--- config.mk ---
export PLATFORM = sky130hd
export DESIGN_NAME = note_escrow_host
export DESIGN_NICKNAME = d
export VERILOG_FILES = /design/src/note_escrow_pkg.sv /design/src/note_escrow_host.sv
export SDC_FILE = /design/constraint.sdc
export NUM_CORES = 1
export LEC_CHECK = 0
export BUFFER_PORTS_ARGS = -buffer_cell sky130_fd_sc_hd__buf_2
export CORE_MARGIN = 8
export CORE_UTILIZATION = 35
export DETAILED_ROUTE_END_ITERATION = 8
export PLACE_DENSITY = 0.59
export SYNTH_ARGS = -nofsm -noshare
export SYNTH_HDL_FRONTEND = slang
export SYNTH_SLANG_ARGS = --single-unit
--- constraint.sdc ---
create_clock -name CLK_I -period 3.7 [get_ports CLK_I]
set_input_delay 0.74 -clock CLK_I [delete_from_list [all_inputs] [get_ports CLK_I]]
set_output_delay 0.74 -clock CLK_I [all_outputs]
set_load 0.02 [all_outputs]
--- src/note_escrow_pkg.sv ---
// constants, states and carriers for the note escrow host handshake
package note_escrow_pkg;

  // clock and millisecond tick
  localparam int CLK_PERIOD_NS = 8;
  localparam int MS_NS = 1000000;
  localparam int MS_CYC_DEF = MS_NS / CLK_PERIOD_NS;
  localparam int MS_PER_S = 1000;

  // documented times, in their own units
  localparam int PULSE_MS = 100;
  localparam int ESCROW_S = 30;
  localparam int LOCKOUT_S = 45;
  localparam int SLEEP_PWRUP_S = 6;
  localparam int SLEEP_IDLE_S = 1;
  localparam int PROG_HOLD_S = 2;
  localparam int TRUST_HOLD_S = 3;
  localparam int TRUST_S = 30;
  localparam int FAST_FLASH_MS = 1000;

  // times as millisecond tick counts
  localparam logic [15:0] PULSE_TICKS = 16'(PULSE_MS);
  localparam logic [15:0] ESCROW_TICKS = 16'(ESCROW_S * MS_PER_S - PULSE_MS);
  localparam logic [15:0] LOCKOUT_TICKS = 16'(LOCKOUT_S * MS_PER_S);
  localparam logic [15:0] PWRUP_TICKS = 16'(SLEEP_PWRUP_S * MS_PER_S);
  localparam logic [15:0] IDLE_TICKS = 16'(SLEEP_IDLE_S * MS_PER_S);
  localparam logic [15:0] PROG_HOLD_TICKS = 16'(PROG_HOLD_S * MS_PER_S);
  localparam logic [15:0] TRUST_HOLD_TICKS = 16'(TRUST_HOLD_S * MS_PER_S);
  localparam logic [15:0] TRUST_TICKS = 16'(TRUST_S * MS_PER_S);
  localparam logic [15:0] FLASH_TICKS = 16'(FAST_FLASH_MS);

  // bezel blink phase bits of the ms counter
  localparam int FAST_BIT = 5;
  localparam int SLOW_BIT = 8;

  // channels and inhibit lines
  localparam int NUM_CH = 8;
  localparam int NUM_INH = 4;

  // register map
  localparam logic [7:0] CTRL_OFS = 8'h00;
  localparam logic [7:0] STATUS_OFS = 8'h04;
  localparam logic [31:0] CTRL_RST = 32'h0000_0000;
  localparam int CTRL_SERIAL_BIT = 0;
  localparam int STS_STATE_LSB = 0;
  localparam int STS_CH_LSB = 4;
  localparam int STS_BUSY_BIT = 8;
  localparam int STS_VEND_BIT = 9;
  localparam int STS_LOWPWR_BIT = 10;
  localparam int STS_OOS_BIT = 11;
  localparam int STS_PROG_BIT = 12;
  localparam int STS_TRUST_BIT = 13;

  typedef enum logic [3:0] {
    S_SLEEP, S_IDLE, S_VALIDATE, S_PULSE1, S_ESCROW,
    S_STACKING, S_PULSE2, S_RETURNING, S_OOS
  } state_t;

  // host and panel pins that are synchronised together
  typedef struct packed {
    logic escrow;
    logic [NUM_INH-1:0] inhibit;
    logic cfg_btn;
    logic side_btn;
  } pins_t;

endpackage

--- src/note_escrow_host.sv ---
// escrow, host handshake, low power and button modes of a note validator
//
// Design decisions made here: the address map and the APB interface to the registers.
`timescale 1ns/1ps
`default_nettype none

// What this block does
// - hold one validated note, stack it only after the host confirms the vend
// - on a validated note, give one 100 ms pulse on its channel line
// - host raises escrow to claim; without it within 30 s, return note
// - after escrow goes high, stack and give a second 100 ms pulse
// - channel inhibit raised before timeout returns the escrowed note at once
// - channels above 4 are rejected only when every inhibit is high
// - a note pulled out during escrow puts the unit out of service 45 s
// - sleep about 6 s after power-up, until a note reaches the entry
// - sleep again about 1 s after busy goes high, credit or reject
// - low power only when a non-serial host protocol is selected
// - enabled idle: host holds inhibit low, busy output stays high
// - front sensor wakes the unit, busy low through validation and stacking
// - after stacking, drive vend low for the credit, then release busy
// - config button held 2 s: fast flash, load programming protocol
// - another hold in programming mode restores the former host interface
// - side button held over 3 s: on release, steady flash, trusted mode
// - trusted key-exchange mode lasts 30 s
// - trusted mode entered only by the button, never by a host command
module note_escrow_host
  import note_escrow_pkg::*;
#(
  parameter int unsigned MS_CYCLES = MS_CYC_DEF
)
(
  input wire logic CLK_I,
  input wire logic RST_I,
  input wire logic CE_I,
  input wire logic PSEL_I,
  input wire logic PENABLE_I,
  input wire logic PWRITE_I,
  input wire logic [7:0] PADDR_I,
  input wire logic [31:0] PWDATA_I,
  output logic [31:0] PRDATA_O,
  output logic PREADY_O,
  output logic PSLVERR_O,
  input wire logic ESCROW_I,
  input wire logic [NUM_INH-1:0] INHIBIT_I,
  input wire logic CFG_BTN_I,
  input wire logic SIDE_BTN_I,
  input wire logic NOTE_AT_ENTRY_I,
  input wire logic NOTE_VALID_I,
  input wire logic [2:0] NOTE_CH_I,
  input wire logic NOTE_BAD_I,
  input wire logic NOTE_PULLED_I,
  input wire logic NOTE_STACKED_I,
  output logic [NUM_CH-1:0] CHAN_O,
  output logic BUSY_O,
  output logic VEND_N_O,
  output logic LOW_POWER_O,
  output logic STACK_O,
  output logic RETURN_O,
  output logic BEZEL_O,
  output logic PROG_MODE_O,
  output logic TRUSTED_O
);

  state_t st_r, st_nxt;
  pins_t pins_meta_r, pins_s_r, pins_raw;
  logic [16:0] div_r;
  logic [15:0] tmr_r, fl_ms_r, tr_ms_r;
  logic [8:0] bz_cnt_r;
  logic [2:0] ch_r;
  logic [31:0] ctrl_r, prdata_r;
  logic tick, st_change, first_r, prog_r, trusted_r;
  logic [1:0] btn_held, btn_release;
  logic inh_hit, esc_phase, ch_inhibited, tmr_end;
  logic serial_sel, wr_en, rd_setup, hit_ctrl, hit_status;
  logic [31:0] status_w;

  // host pins and buttons come from outside, two flops first
  assign pins_raw = '{escrow: ESCROW_I, inhibit: INHIBIT_I, cfg_btn: CFG_BTN_I,
                      side_btn: SIDE_BTN_I};
  always_ff @(posedge CLK_I)
  begin
    if (RST_I)
    begin
      pins_meta_r <= '0;
      pins_s_r <= '0;
    end
    else if (CE_I)
    begin
      pins_meta_r <= pins_raw;
      pins_s_r <= pins_meta_r;
    end
  end

  // ms divider, restarted on each state change so pulses are exact
  assign st_change = (st_nxt != st_r);
  assign tick = (div_r == 17'(MS_CYCLES - 1));
  always_ff @(posedge CLK_I)
  begin
    if (RST_I || (CE_I && (st_change || tick)))
      div_r <= '0;
    else if (CE_I)
      div_r <= div_r + 17'h00001;
  end

  // ms spent in the current state
  always_ff @(posedge CLK_I)
  begin
    if (RST_I || (CE_I && st_change))
      tmr_r <= '0;
    else if (CE_I && tick && tmr_r != 16'hFFFF)
      tmr_r <= tmr_r + 16'h0001;
  end

  // channel 1..4 have own inhibit, higher ones need all of them
  assign ch_inhibited = (NOTE_CH_I < 3'h4) ? pins_s_r.inhibit[NOTE_CH_I[1:0]]
                                           : &pins_s_r.inhibit;
  assign inh_hit = (ch_r < 3'h4) ? pins_s_r.inhibit[ch_r[1:0]] : &pins_s_r.inhibit;
  assign esc_phase = (st_r == S_PULSE1) || (st_r == S_ESCROW);
  assign serial_sel = ctrl_r[CTRL_SERIAL_BIT];

  // when the current state has run its time
  always_comb
  begin
    tmr_end = 1'b0;
    case (st_r)
      S_IDLE: tmr_end = tick && (tmr_r == (first_r ? PWRUP_TICKS : IDLE_TICKS) - 16'h0001);
      S_PULSE1, S_PULSE2: tmr_end = tick && (tmr_r == PULSE_TICKS - 16'h0001);
      S_ESCROW: tmr_end = tick && (tmr_r == ESCROW_TICKS - 16'h0001);
      S_OOS: tmr_end = tick && (tmr_r == LOCKOUT_TICKS - 16'h0001);
      default: tmr_end = 1'b0;
    endcase
  end

  // handshake sequence; a pulled note outranks inhibit, inhibit outranks claim
  always_comb
  begin
    st_nxt = st_r;
    case (st_r)
      S_SLEEP:
        if (NOTE_AT_ENTRY_I)
          st_nxt = S_VALIDATE;
        else if (serial_sel)
          st_nxt = S_IDLE;
      S_IDLE:
        if (NOTE_AT_ENTRY_I)
          st_nxt = S_VALIDATE;
        else if (tmr_end && !serial_sel)
          st_nxt = S_SLEEP;
      S_VALIDATE:
        if (NOTE_BAD_I || (NOTE_VALID_I && ch_inhibited))
          st_nxt = S_RETURNING;
        else if (NOTE_VALID_I)
          st_nxt = S_PULSE1;
      S_PULSE1, S_ESCROW:
        if (NOTE_PULLED_I)
          st_nxt = S_OOS;
        else if (inh_hit)
          st_nxt = S_RETURNING;
        else if (st_r == S_PULSE1)
          st_nxt = tmr_end ? S_ESCROW : S_PULSE1;
        else if (pins_s_r.escrow)
          st_nxt = S_STACKING;
        else if (tmr_end)
          st_nxt = S_RETURNING;
      S_STACKING:
        if (NOTE_STACKED_I)
          st_nxt = S_PULSE2;
      S_PULSE2:
        if (tmr_end)
          st_nxt = S_IDLE;
      S_RETURNING:
        if (!NOTE_AT_ENTRY_I)
          st_nxt = S_IDLE;
      S_OOS:
        if (tmr_end)
          st_nxt = S_IDLE;
      default: st_nxt = S_IDLE;
    endcase
  end

  // state, latched channel, power-up flag
  always_ff @(posedge CLK_I)
  begin
    if (RST_I)
    begin
      st_r <= S_IDLE;
      ch_r <= '0;
      first_r <= 1'b1;
    end
    else if (CE_I)
    begin
      st_r <= st_nxt;
      if (st_r == S_VALIDATE && NOTE_VALID_I)
        ch_r <= NOTE_CH_I;
      if (st_r == S_IDLE && st_change)
        first_r <= 1'b0;
    end
  end

  // host-facing outputs registered from the next state
  always_ff @(posedge CLK_I)
  begin
    if (RST_I)
    begin
      BUSY_O <= 1'b1;
      VEND_N_O <= 1'b1;
      LOW_POWER_O <= 1'b0;
      STACK_O <= 1'b0;
      RETURN_O <= 1'b0;
    end
    else if (CE_I)
    begin
      BUSY_O <= (st_nxt == S_IDLE) || (st_nxt == S_SLEEP);
      VEND_N_O <= !(st_nxt == S_PULSE2);
      LOW_POWER_O <= (st_nxt == S_SLEEP);
      STACK_O <= st_change && (st_nxt == S_STACKING);
      RETURN_O <= st_change && (st_nxt == S_RETURNING);
    end
  end

  // one pulse line per channel, active while in either pulse state
  generate
    for (genvar i = 0; i < NUM_CH; i++)
    begin : g_chan
      always_ff @(posedge CLK_I)
      begin
        if (RST_I)
          CHAN_O[i] <= 1'b0;
        else if (CE_I)
          CHAN_O[i] <= ((st_nxt == S_PULSE1) || (st_nxt == S_PULSE2))
                       && (((st_nxt == S_PULSE1) && st_r == S_VALIDATE)
                           ? NOTE_CH_I : ch_r) == 3'(i);
      end
    end
  endgenerate

  // hold timers for config (0) and side (1) buttons; act on release
  generate
    for (genvar b = 0; b < 2; b++)
    begin : g_btn
      logic [15:0] hold_r;
      logic btn;
      logic [15:0] lim;
      assign btn = (b == 0) ? pins_s_r.cfg_btn : pins_s_r.side_btn;
      assign lim = (b == 0) ? PROG_HOLD_TICKS : TRUST_HOLD_TICKS + 16'h0001;
      assign btn_held[b] = (hold_r >= lim);
      assign btn_release[b] = btn_held[b] && !btn;
      always_ff @(posedge CLK_I)
      begin
        if (RST_I || (CE_I && !btn))
          hold_r <= '0;
        else if (CE_I && tick && !btn_held[b])
          hold_r <= hold_r + 16'h0001;
      end
    end
  endgenerate

  // programming, trusted mode and bezel indicator
  always_ff @(posedge CLK_I)
  begin
    if (RST_I)
    begin
      prog_r <= 1'b0;
      trusted_r <= 1'b0;
      fl_ms_r <= '0;
      tr_ms_r <= '0;
      bz_cnt_r <= '0;
    end
    else if (CE_I)
    begin
      if (tick)
        bz_cnt_r <= bz_cnt_r + 9'h001;
      if (btn_release[0])
      begin
        prog_r <= !prog_r;
        fl_ms_r <= prog_r ? 16'h0000 : FLASH_TICKS;
      end
      else if (tick && fl_ms_r != 16'h0000)
        fl_ms_r <= fl_ms_r - 16'h0001;
      // only the physical button reaches this, no bus write does
      if (btn_release[1])
      begin
        trusted_r <= 1'b1;
        tr_ms_r <= TRUST_TICKS;
      end
      else if (tick && tr_ms_r != 16'h0000)
        tr_ms_r <= tr_ms_r - 16'h0001;
      else if (tr_ms_r == 16'h0000)
        trusted_r <= 1'b0;
    end
  end

  // bezel: fast flash after the config release into programming mode, steady blink while trusted
  always_ff @(posedge CLK_I)
  begin
    if (RST_I)
      BEZEL_O <= 1'b0;
    else if (CE_I)
      BEZEL_O <= (fl_ms_r != 16'h0000) ? bz_cnt_r[FAST_BIT]
               : trusted_r ? bz_cnt_r[SLOW_BIT]
               : (st_r != S_SLEEP);
  end

  assign PROG_MODE_O = prog_r;
  assign TRUSTED_O = trusted_r;

  // apb decode; zero wait states, unmapped answers with an error
  assign hit_ctrl = (PADDR_I == CTRL_OFS);
  assign hit_status = (PADDR_I == STATUS_OFS);
  assign wr_en = PSEL_I && PENABLE_I && PWRITE_I && hit_ctrl;
  assign rd_setup = PSEL_I && !PENABLE_I && !PWRITE_I;
  assign PREADY_O = 1'b1;
  assign PSLVERR_O = PSEL_I && PENABLE_I && !(hit_ctrl || hit_status);
  assign PRDATA_O = prdata_r;

  // status word shows the block's own state
  always_comb
  begin
    status_w = '0;
    status_w[STS_STATE_LSB +: 4] = st_r;
    status_w[STS_CH_LSB +: 3] = ch_r;
    status_w[STS_BUSY_BIT] = BUSY_O;
    status_w[STS_VEND_BIT] = !VEND_N_O;
    status_w[STS_LOWPWR_BIT] = LOW_POWER_O;
    status_w[STS_OOS_BIT] = (st_r == S_OOS);
    status_w[STS_PROG_BIT] = prog_r;
    status_w[STS_TRUST_BIT] = trusted_r;
  end

  // read data latched at setup, stable through the access phase
  always_ff @(posedge CLK_I)
  begin
    if (RST_I)
    begin
      ctrl_r <= CTRL_RST;
      prdata_r <= '0;
    end
    else if (CE_I)
    begin
      if (wr_en)
        ctrl_r <= {31'h0000_0000, PWDATA_I[CTRL_SERIAL_BIT]};
      if (rd_setup)
        prdata_r <= hit_ctrl ? ctrl_r : hit_status ? status_w : 32'h0000_0000;
    end
  end
endmodule // note_escrow_host

`default_nettype wire

==> results of run 1 <==
Yosys cell counts (all sizes together), types with 4 or more instances:
library cell	count
dfxtp	158
nor2	130
nand2	72
nor3	53
xor2	48
o21ai	41
clkbuf	39
a21oi	36
inv	31
mux2i	29
buf	28
nand3	24
xnor2	24
nand4	23
a22oi	21
or3	19
and3	17
nor4	15
and2	14
ha	10
o211ai	8
or4	8
nand2b	7
nand4b	7
a211oi	6
a21o	6
nor2b	6
a31oi	5
or2	5
or4b	5
a32oi	4
and4	4
nand3b	4
nor3b	4
o31ai	4
path summary, 6_finish.rpt:
kind                                       to  slack, ns  depth (start not counted)
max                    div_r[16]$_SDFFE_PP0P_       0.14                         11
min          g_btn[1].hold_r[11]$_SDFFE_PP0P_       0.45                          2
max reg2reg            div_r[16]$_SDFFE_PP0P_       0.14                         11
min reg2reg  g_btn[1].hold_r[11]$_SDFFE_PP0P_       0.45                          2
where the power goes:
group	total, uW	switching (uW)	internal (uW)
clock	1750	701	1040
combinational	346	222	124
sequential	1740	25.2	1720
total	3840	949	2890
per-layer routing:
| layer | share of wire | wire [microns] | GRT usage |
|---|---|---|---|
| met4 | 0.0087 | 178 | 0.0373 |
| met5 | 0 | 0 | 0 |
| met2 | 0.45 | 9110 | 0.226 |
| met1 | 0.49 | 10000 | 0.195 |
| met3 | 0.051 | 1050 | 0.0374 |
worst reg2reg max path, cell delays in order (launching register included):
cell and delay [ns]:
dfxtp_1 0.34, or4b_4 0.53, nor4_4 0.27, buf_4 0.18, nand4_1 0.08, or4_4 0.46
o31a_1 0.31, or4_4 0.50, o211a_1 0.25, o21a_1 0.22, buf_12 0.16, nor3_1 0.18
kinds of logic after synthesis:
| group | count (synthesis) | share of synthesized area |
|---|---|---|
| AND/OR/NAND/NOR | 428 | 0.280 |
| flip-flops | 158 | 0.390 |
| adder cells (fa/ha/maj) | 10 | 0.0154 |
| multiplexers | 30 | 0.0386 |
| AO/OA/AOI/OAI | 166 | 0.139 |
| XOR/XNOR | 72 | 0.0778 |
| other | 2 | 0.000927 |
| buffers and inverters | 99 | 0.0578 |
metrics by stage:
step | hold slack (ns) | total power [uW] | util | area (sq um)
2_1_floorplan | 0.426 | 2020 | - | 8170
3_3_place_gp | 0.441 | 2120 | 0.387 | 8790
3_5_place_dp | 0.440 | 2120 | 0.387 | 8790
4_1_cts | 0.452 | 3870 | 0.413 | 9380
5_1_grt | 0.469 | 3990 | 0.414 | 9400
6_report | 0.451 | 3840 | 0.414 | 9400
what timing repair did:
item                       in CTS  in global routing
resized for setup               0                  4
setup buffers                   0                  0
setup endpoints to repair       0                 21
sequential cells by signal, summed over array words and instances, names as in the netlist, 2 cells and up:
name,cells
CHAN_O,8
PRDATA_O,13
bz_cnt_r,9
ch_r,3
div_r,17
fl_ms_r,16
g_btn.btn,2
g_btn.hold_r,32
pins_meta_r,7
pins_s_r,5
st_r,4
tmr_r,16
tr_ms_r,16
layout by cell type, fill, tap and decap left out, types with 19 or more instances in the layout:
master	n
or3_1	19
nand3_1	24
nand2_1	72
buf_4	38
mux2i_1	29
xnor2_1	24
buf_2	58
nor2_1	130
a21oi_1	36
a22oi_1	21
conb_1	20
nand4_1	23
nor3_1	41
dfxtp_1	157
xor2_1	48
o21ai_0	39
inv_1	29
area by class of cell:
type                            count  share of cell area
Clock buffer                       22              0.0505
Multi-Input combinational cell    726               0.485
Tap cell                          285              0.0379
Inverter                           32              0.0128
Sequential cell                   158               0.337
Timing Repair Buffer               98              0.0655
Clock inverter                     10              0.0117
==> impl_results.html, run 1 <==
<table>
<tr><th>Metric</th><th>Value</th></tr>
<tr><th colspan="2">Die</th></tr>
<tr><td>Row Count</td><td>55</td></tr>
<tr><td>Die boundary height</td><td>168 microns</td></tr>
<tr><td>Starting Density</td><td>0.357</td></tr>
<tr><td>DIE AREA</td><td>0.0283 sq mm</td></tr>
<tr><td>Placeable core region</td><td>between 0.02 and 0.025 sq mm</td></tr>
<tr><td>Die W</td><td>168 microns</td></tr>
<tr><td>Total I/O pin count</td><td>between 100 and 150</td></tr>
<tr><th colspan="2">Critical path</th></tr>
<tr><td>Arrival time of data at the critical path endpoint</td><td>3.91 ns</td></tr>
<tr><td>Standard cell with the maximum stage delay on the critical path</td><td>or4b_4</td></tr>
<tr><td>Crit path kind</td><td>reg2reg</td></tr>
<tr><td>Reg-to-reg critical path startpoint</td><td>div_r[9]$_SDFFE_PP0P_</td></tr>
<tr><td>Kind of cell adding the most delay to the critical path</td><td>simple AND/OR/NAND/NOR gates</td></tr>
<tr><td>Total buffers and inverters traversed by the critical path</td><td>2</td></tr>
<tr><td>List of cells traversed by the critical path</td><td>or4b_4 &gt; nor4_4 &gt; buf_4 &gt; nand4_1 &gt; or4_4 &gt; o31a_1 &gt; or4_4 &gt; o211a_1 &gt; o21a_1 &gt; buf_12 &gt; nor3_1</td></tr>
<tr><td>CP startpoint</td><td>div_r[9]$_SDFFE_PP0P_</td></tr>
<tr><td>Most repeated library cell on the critical path</td><td>or4_4</td></tr>
<tr><td>Worst Path Required</td><td>a little over 4 ns</td></tr>
<tr><td>Endpoint kind of the worst setup timing path</td><td>register</td></tr>
<tr><td>Worst stage delay on the critical path</td><td>0.53 ns</td></tr>
<tr><td>Nature of the critical path startpoint</td><td>register</td></tr>
<tr><td>Highest fanout seen on the critical path</td><td>13</td></tr>
<tr><th colspan="2">Route</th></tr>
<tr><td>Via density per instance</td><td>around 5.2</td></tr>
<tr><td>Initial DRT Pass Iterations</td><td>4</td></tr>
<tr><td>Residual DRC</td><td>0</td></tr>
<tr><td>Count of routing violations after the opening detailed-route iteration</td><td>417</td></tr>
<tr><td>Detailed-route via count</td><td>6957</td></tr>
<tr><td>DRT Wirelength</td><td>~20000 microns</td></tr>
<tr><td>Post-route ant nets</td><td>0</td></tr>
<tr><td>Wire length per cell after detailed routing</td><td>15.3 microns</td></tr>
<tr><th colspan="2">CTS</th></tr>
<tr><td>Count of hold buffers inserted by post-cts repair</td><td>0</td></tr>
<tr><td>Clock buffer count from CTS</td><td>17</td></tr>
<tr><td>CTS max path bufs</td><td>2</td></tr>
<tr><td>Register clock-pin slew on the reported worst setup and hold paths</td><td>0.06 ns</td></tr>
<tr><td>Buffer type at the clock tree root</td><td>clkbuf_16</td></tr>
<tr><td>Clock insertion delay at the later pin of the skew report</td><td>0.43 ns</td></tr>
<tr><td>Clock sink total</td><td>158</td></tr>
<tr><td>TritonCTS clock tree</td><td>yes</td></tr>
<tr><td>CTS HTree Levels</td><td>4</td></tr>
<tr><th colspan="2">Cells and area</th></tr>
<tr><td>ANT cells</td><td>0</td></tr>
<tr><td>Count of fill cells added during filler insertion</td><td>roughly 2300</td></tr>
<tr><td>Area used by sequential logic in the layout</td><td>approximately 0.0032 sq mm</td></tr>
<tr><td>Multi-input gate area</td><td>0.00456 sq mm</td></tr>
<tr><td>Final instance count without filler cells</td><td>between 1000 and 1500</td></tr>
<tr><td>Fraction of final layout cells sized beyond drive strength 1</td><td>0.157</td></tr>
<tr><td>Final layout net count</td><td>between 1000 and 1500</td></tr>
<tr><td>Area growth from synthesis to layout</td><td>16.0%</td></tr>
<tr><th colspan="2">Power</th></tr>
<tr><td>PD cells</td><td>408 mW/mm^2</td></tr>
<tr><td>Maximum vdd drop</td><td>about 0.26 mV</td></tr>
<tr><td>Leakage power summed over all cells</td><td>0.00361 uW</td></tr>
<tr><th colspan="2">STA</th></tr>
<tr><td>Worst clock skew on the final layout</td><td>approximately 0.011 ns</td></tr>
<tr><td>Share of the cycle needed by the critical path after routing</td><td>0.962</td></tr>
<tr><td>RSZ-0062 raised after global routing</td><td>no</td></tr>
<tr><td>Final Max Slew Viols</td><td>0</td></tr>
<tr><td>Worst-case headroom to the max-slew limit</td><td>0.380</td></tr>
<tr><td>Max Freq</td><td>approximately 280 MHz</td></tr>
<tr><td>Final sum of negative setup slack</td><td>0 ns</td></tr>
<tr><td>Final setup violation count</td><td>0</td></tr>
<tr><td>Min setup slack post-route</td><td>0.140 ns</td></tr>
<tr><td>Post-layout minimum cycle time</td><td>3.56 ns</td></tr>
<tr><td>Final hold violation count</td><td>0</td></tr>
<tr><td>Slew of the pin with the lowest slew margin</td><td>approximately 0.93 ns</td></tr>
<tr><th colspan="2">Synth</th></tr>
<tr><td>Fraction of synthesized cell area taken by the top area cell type</td><td>0.390</td></tr>
<tr><td>Post-Syn Area</td><td>0.00810 sq mm</td></tr>
<tr><td>Post-synthesis async set-or-reset flop share</td><td>0</td></tr>
<tr><td>Top area cells in the synthesized netlist</td><td>dfxtp_1 (39%), nor2_1 (6.0%), xor2_1 (5.2%)</td></tr>
<tr><td>#FFs+latches synth</td><td>158</td></tr>
<tr><td>Number of unique standard cell types used by synthesis</td><td>76</td></tr>
<tr><td>Count of yosys warnings during synthesis</td><td>0</td></tr>
<tr><td>Post-synthesis sequential area ratio</td><td>0.390</td></tr>
<tr><td>Syn Area/Cell</td><td>about 8.4 sq um</td></tr>
<tr><td>Main flop type after synthesis</td><td>dfxtp_1</td></tr>
<tr><td>Synthesized netlist cell count</td><td>roughly 970</td></tr>
<tr><td>Largest area contributor in the synthesized netlist</td><td>dfxtp_1</td></tr>
<tr><td>Number of enable-type register cells in the synthesized netlist</td><td>0</td></tr>
<tr><th colspan="2">Global routing</th></tr>
<tr><td>Total congestion overflow after global routing</td><td>0</td></tr>
<tr><td>Largest net degree at the start of global routing</td><td>67</td></tr>
<tr><td>Vias in the first global route</td><td>about 6700</td></tr>
<tr><td>Global-route wire length before repair</td><td>33900 microns</td></tr>
<tr><td>Aggregate global-route resource usage</td><td>0.145</td></tr>
<tr><td>Number of antenna violations at the first check in global routing</td><td>0</td></tr>
<tr><th colspan="2">Worst hold path</th></tr>
<tr><td>Worst Hold Launch</td><td>g_btn[1].hold_r[11]$_SDFFE_PP0P_</td></tr>
<tr><td>Worst min-delay path class</td><td>reg2reg</td></tr>
<tr><th colspan="2">Placement</th></tr>
<tr><td>Post-DP HPWL</td><td>14600 microns</td></tr>
<tr><td>Port buffer count</td><td>59</td></tr>
<tr><td>Cell Count Post-Placement</td><td>1299</td></tr>
<tr><td>Worst slack at placement</td><td>0.0305 ns</td></tr>
<tr><td>Placer's final routability congestion estimate</td><td>0.881</td></tr>
<tr><th colspan="2">Job</th></tr>
<tr><td>Max-cap violations</td><td>0</td></tr>
<tr><th colspan="2">Outcome</th></tr>
<tr><td>Result of the run</td><td>completed</td></tr>
</table>
No activity file was read; power rests on OpenSTA's default activity.
==> run 2, diff against run 1 <==
--- a/config.mk
+++ b/config.mk
@@ -6,6 +6,7 @@
 export NUM_CORES = 1
 export LEC_CHECK = 0
 export BUFFER_PORTS_ARGS = -buffer_cell sky130_fd_sc_hd__buf_2
+export CORE_ASPECT_RATIO = 2
 export CORE_MARGIN = 8
 export CORE_UTILIZATION = 35
 export DETAILED_ROUTE_END_ITERATION = 8
==> run 2 against run 1 <==
Core utilization hardly changed. Clock-buffer cell count is 4 lower. Die area is 1.0% higher. Clock power hardly changed. Cell count is 0.15% higher. Sequential cell count stayed put. Wire length is 0.18% lower. Highest routed layer unchanged.
==> impl_results.html, run 2 (synthesized netlist as in run 1, its figures left out) <==
<table>
<tr><th>Metric</th><th>Value</th></tr>
<tr><th colspan="2">Power</th></tr>
<tr><td>Internal Pwr Total</td><td>2830 uW (-1.8%)</td></tr>
<tr><td>Switching portion of total power</td><td>0.271 (+0.0240)</td></tr>
<tr><td>Post-route total power</td><td>3890 uW (+1.4%)</td></tr>
<tr><td>Share of total power in sequential cells</td><td>0.448 (-0.007)</td></tr>
<tr><td>PD cells</td><td>408 mW/mm^2 (about the same)</td></tr>
<tr><td>Maximum vdd drop</td><td>0.287 mV (+8.7%)</td></tr>
<tr><td>Power dissipated by switching net loads</td><td>1060 uW (+11%)</td></tr>
<tr><td>Leakage power summed over all cells</td><td>0.00366 uW (+1.2%)</td></tr>
<tr><td>Clk network pwr share</td><td>0.458 (+0.003)</td></tr>
<tr><td>Relative contribution of combinational cells to total power</td><td>0.094 (+0.004)</td></tr>
<tr><th colspan="2">Global routing</th></tr>
<tr><td>Vias in the first global route</td><td>6902 (+3.2%)</td></tr>
<tr><td>Global-route wire length before repair</td><td>33700 microns (-0.45%)</td></tr>
<tr><td>Largest net degree at the start of global routing</td><td>67 (unchanged)</td></tr>
<tr><td>Number of antenna violations at the first check in global routing</td><td>0 (unchanged)</td></tr>
<tr><td>Total congestion overflow after global routing</td><td>0 (unchanged)</td></tr>
<tr><td>Aggregate global-route resource usage</td><td>0.146 (+0.00138)</td></tr>
<tr><th colspan="2">Critical path</th></tr>
<tr><td>Highest fanout seen on the critical path</td><td>6 (-7)</td></tr>
<tr><td>Nature of the critical path startpoint</td><td>register</td></tr>
<tr><td>Endpoint kind of the worst setup timing path</td><td>register</td></tr>
<tr><td>Worst Path Required</td><td>4.06 ns (about the same)</td></tr>
<tr><td>Number of cell instances on the worst register-to-register path</td><td>10 (-1)</td></tr>
<tr><td>Arrival time of data at the critical path endpoint</td><td>4.01 ns (+0.10 ns)</td></tr>
<tr><td>Crit path kind</td><td>reg2reg</td></tr>
<tr><th colspan="2">CTS</th></tr>
<tr><td>Clock sink total</td><td>158 (unchanged)</td></tr>
<tr><td>Clock buffer count from CTS</td><td>17 (unchanged)</td></tr>
<tr><td>Register clock-pin slew on the reported worst setup and hold paths</td><td>0.07 ns (about the same)</td></tr>
<tr><td>Clock insertion delay at the later pin of the skew report</td><td>0.44 ns (about the same)</td></tr>
<tr><td>Count of hold buffers inserted by post-cts repair</td><td>0 (unchanged)</td></tr>
<tr><td>CTS max path bufs</td><td>2 (unchanged)</td></tr>
<tr><td>TritonCTS clock tree</td><td>yes</td></tr>
<tr><td>Buffer type at the clock tree root</td><td>clkbuf_16</td></tr>
<tr><td>CTS HTree Levels</td><td>4 (unchanged)</td></tr>
<tr><th colspan="2">Job</th></tr>
<tr><td>Max-cap violations</td><td>0 (unchanged)</td></tr>
<tr><th colspan="2">STA</th></tr>
<tr><td>Final Max Slew Viols</td><td>0 (unchanged)</td></tr>
<tr><td>Final setup violation count</td><td>0 (unchanged)</td></tr>
<tr><td>Final hold violation count</td><td>0 (unchanged)</td></tr>
<tr><td>WHS</td><td>0.460 ns (+0.00921 ns)</td></tr>
<tr><td>Worst clock skew on the final layout</td><td>0.00813 ns (-0.00308 ns)</td></tr>
<tr><td>Worst-case headroom to the max-slew limit</td><td>0.368 (-0.0117)</td></tr>
<tr><td>RSZ-0062 raised after global routing</td><td>yes</td></tr>
<tr><td>Share of the cycle needed by the critical path after routing</td><td>0.987 (+0.0252)</td></tr>
<tr><td>Slew of the pin with the lowest slew margin</td><td>0.944 ns (+0.0175 ns)</td></tr>
<tr><td>Min setup slack post-route</td><td>0.0472 ns (-0.0931 ns)</td></tr>
<tr><td>Max Freq</td><td>274 MHz (-2.5%)</td></tr>
<tr><td>Post-layout minimum cycle time</td><td>3.65 ns (+0.0931 ns)</td></tr>
<tr><th colspan="2">Cells and area</th></tr>
<tr><td>Area growth from synthesis to layout</td><td>17.7%</td></tr>
<tr><td>Most common library cell in the layout ignoring fill and taps</td><td>dfxtp_1</td></tr>
<tr><td>Count of fill cells added during filler insertion</td><td>2299 (-0.99%)</td></tr>
<tr><td>ANT cells</td><td>0 (unchanged)</td></tr>
<tr><td>Final instance count without filler cells</td><td>1333 (+0.15%)</td></tr>
<tr><td>Fraction of final layout cells sized beyond drive strength 1</td><td>0.172 (+0.0156)</td></tr>
<tr><td>Reg with most FFs</td><td>g_btn.hold_r</td></tr>
<tr><td>Biggest regs</td><td>g_btn.hold_r: 32 flops, div_r: 17 flops</td></tr>
<tr><td>Final layout net count</td><td>1108 (+0.36%)</td></tr>
<tr><td>Flip-flop count of the largest register, all copies and words added</td><td>32 (unchanged)</td></tr>
<tr><td>Top library cells by usage in the layout, fill and taps aside</td><td>dfxtp_1 (154), nor2_1 (130), nand2_1 (72), buf_2 (58), xor2_1 (48)</td></tr>
<tr><th colspan="2">Route</th></tr>
<tr><td>Post-route ant nets</td><td>0 (unchanged)</td></tr>
<tr><td>DRT Wirelength</td><td>20300 microns (-0.18%)</td></tr>
<tr><td>Residual DRC</td><td>0 (unchanged)</td></tr>
<tr><td>Detailed-route via count</td><td>7105 (+2.1%)</td></tr>
<tr><td>Wire length per cell after detailed routing</td><td>15.3 microns (-0.33%)</td></tr>
<tr><td>Via density per instance</td><td>5.33 (+2.0%)</td></tr>
<tr><td>Count of routing violations after the opening detailed-route iteration</td><td>517 (+24%)</td></tr>
<tr><td>Initial DRT Pass Iterations</td><td>5 (+1)</td></tr>
<tr><th colspan="2">Worst hold path</th></tr>
<tr><td>Cell count of the worst hold path</td><td>2 (unchanged)</td></tr>
<tr><td>Worst min-delay path class</td><td>reg2reg</td></tr>
<tr><th colspan="2">Die</th></tr>
<tr><td>Die boundary height</td><td>231 microns (+37%)</td></tr>
<tr><td>Placeable core region</td><td>0.0230 sq mm (+1.4%)</td></tr>
<tr><td>Row Count</td><td>79 (+44%)</td></tr>
<tr><td>Total I/O pin count</td><td>111 (unchanged)</td></tr>
<tr><td>DIE AREA</td><td>0.0286 sq mm (+1.0%)</td></tr>
<tr><td>Die W</td><td>124 microns (-27%)</td></tr>
<tr><td>Starting Density</td><td>0.352 (-0.00498)</td></tr>
<tr><th colspan="2">Placement</th></tr>
<tr><td>Placer's final routability congestion estimate</td><td>0.894 (+1.5%)</td></tr>
<tr><td>Worst slack at placement</td><td>0.109 ns (+0.0787 ns)</td></tr>
<tr><td>Post-DP HPWL</td><td>14500 microns (-0.69%)</td></tr>
<tr><td>Port buffer count</td><td>59 (unchanged)</td></tr>
<tr><td>Cell Count Post-Placement</td><td>1295 (-0.31%)</td></tr>
<tr><th colspan="2">Outcome</th></tr>
<tr><td>Result of the run</td><td>completed</td></tr>
</table>
-- run 2: metal layers --
layer	part of all wire	up-vias	GRT usage
li1	-	3540	-
met1	0.47	3374	0.189
met2	0.46	164	0.223
met3	0.054	27	0.0375
met4	0.021	0	0.0636
met5	0	-	0
-- run 2: metrics by stage --
step / instance area, sq um / setup TNS [ns] / util
floorplan: 8170 / 0 / -
global placement: 8760 / 0 / 0.380
detailed placement: 8760 / 0 / 0.380
CTS: 9370 / 0 / 0.407
global route: 9530 / -0.191 / 0.414
finish: 9530 / 0 / 0.414
-- run 2: final timing paths --
| check | to | slack, ns | start |
|---|---|---|---|
| hold reg to reg | g_btn[1].hold_r[11]$_SDFFE_PP0P_ | 0.46 | g_btn[1].hold_r[11]$_SDFFE_PP0P_ |
| hold / removal | g_btn[1].hold_r[11]$_SDFFE_PP0P_ | 0.46 | g_btn[1].hold_r[11]$_SDFFE_PP0P_ |
| setup reg to reg | div_r[5]$_SDFFE_PP0P_ | 0.05 | div_r[4]$_SDFFE_PP0P_ |
| setup / recovery | div_r[5]$_SDFFE_PP0P_ | 0.05 | div_r[4]$_SDFFE_PP0P_ |
-- run 2: cell type report --
class                   instances  area [sq um]  share of cell area
multi-input cells             726          4620               0.484
flip-flops and latches        158          3170               0.333
repair buffers                102           663              0.0696
clock buffers                  18           439              0.0461
well taps                     283           354              0.0372
clock inverters                14           166              0.0175
inverters                      32           120              0.0126
-- run 2: timing repair --
item	CTS	global route
resized for setup	0	23
setup endpoints to repair	0	38
setup buffers	0	5
-- run 2: critical path, cell delays in order, from the launching register on --
cell	delay, ns
dfxtp_4	0.35
or4bb_4	0.56
nor4_4	0.37
nand4_1	0.17
or4_4	0.46
o31a_1	0.35
or4_4	0.50
o211a_4	0.26
o21a_4	0.24
clkbuf_16	0.16
nor3_2	0.16
-- run 2: power groups by stage --
stage	sequential [uW]	clock (uW)	combinational (uW)
6_report	1740	1780	364
5_1_grt	1740	1900	396
4_1_cts	1740	1830	327
3_5_place_dp	1780	0	325
3_3_place_gp	1780	0	322
2_1_floorplan	1770	0	245
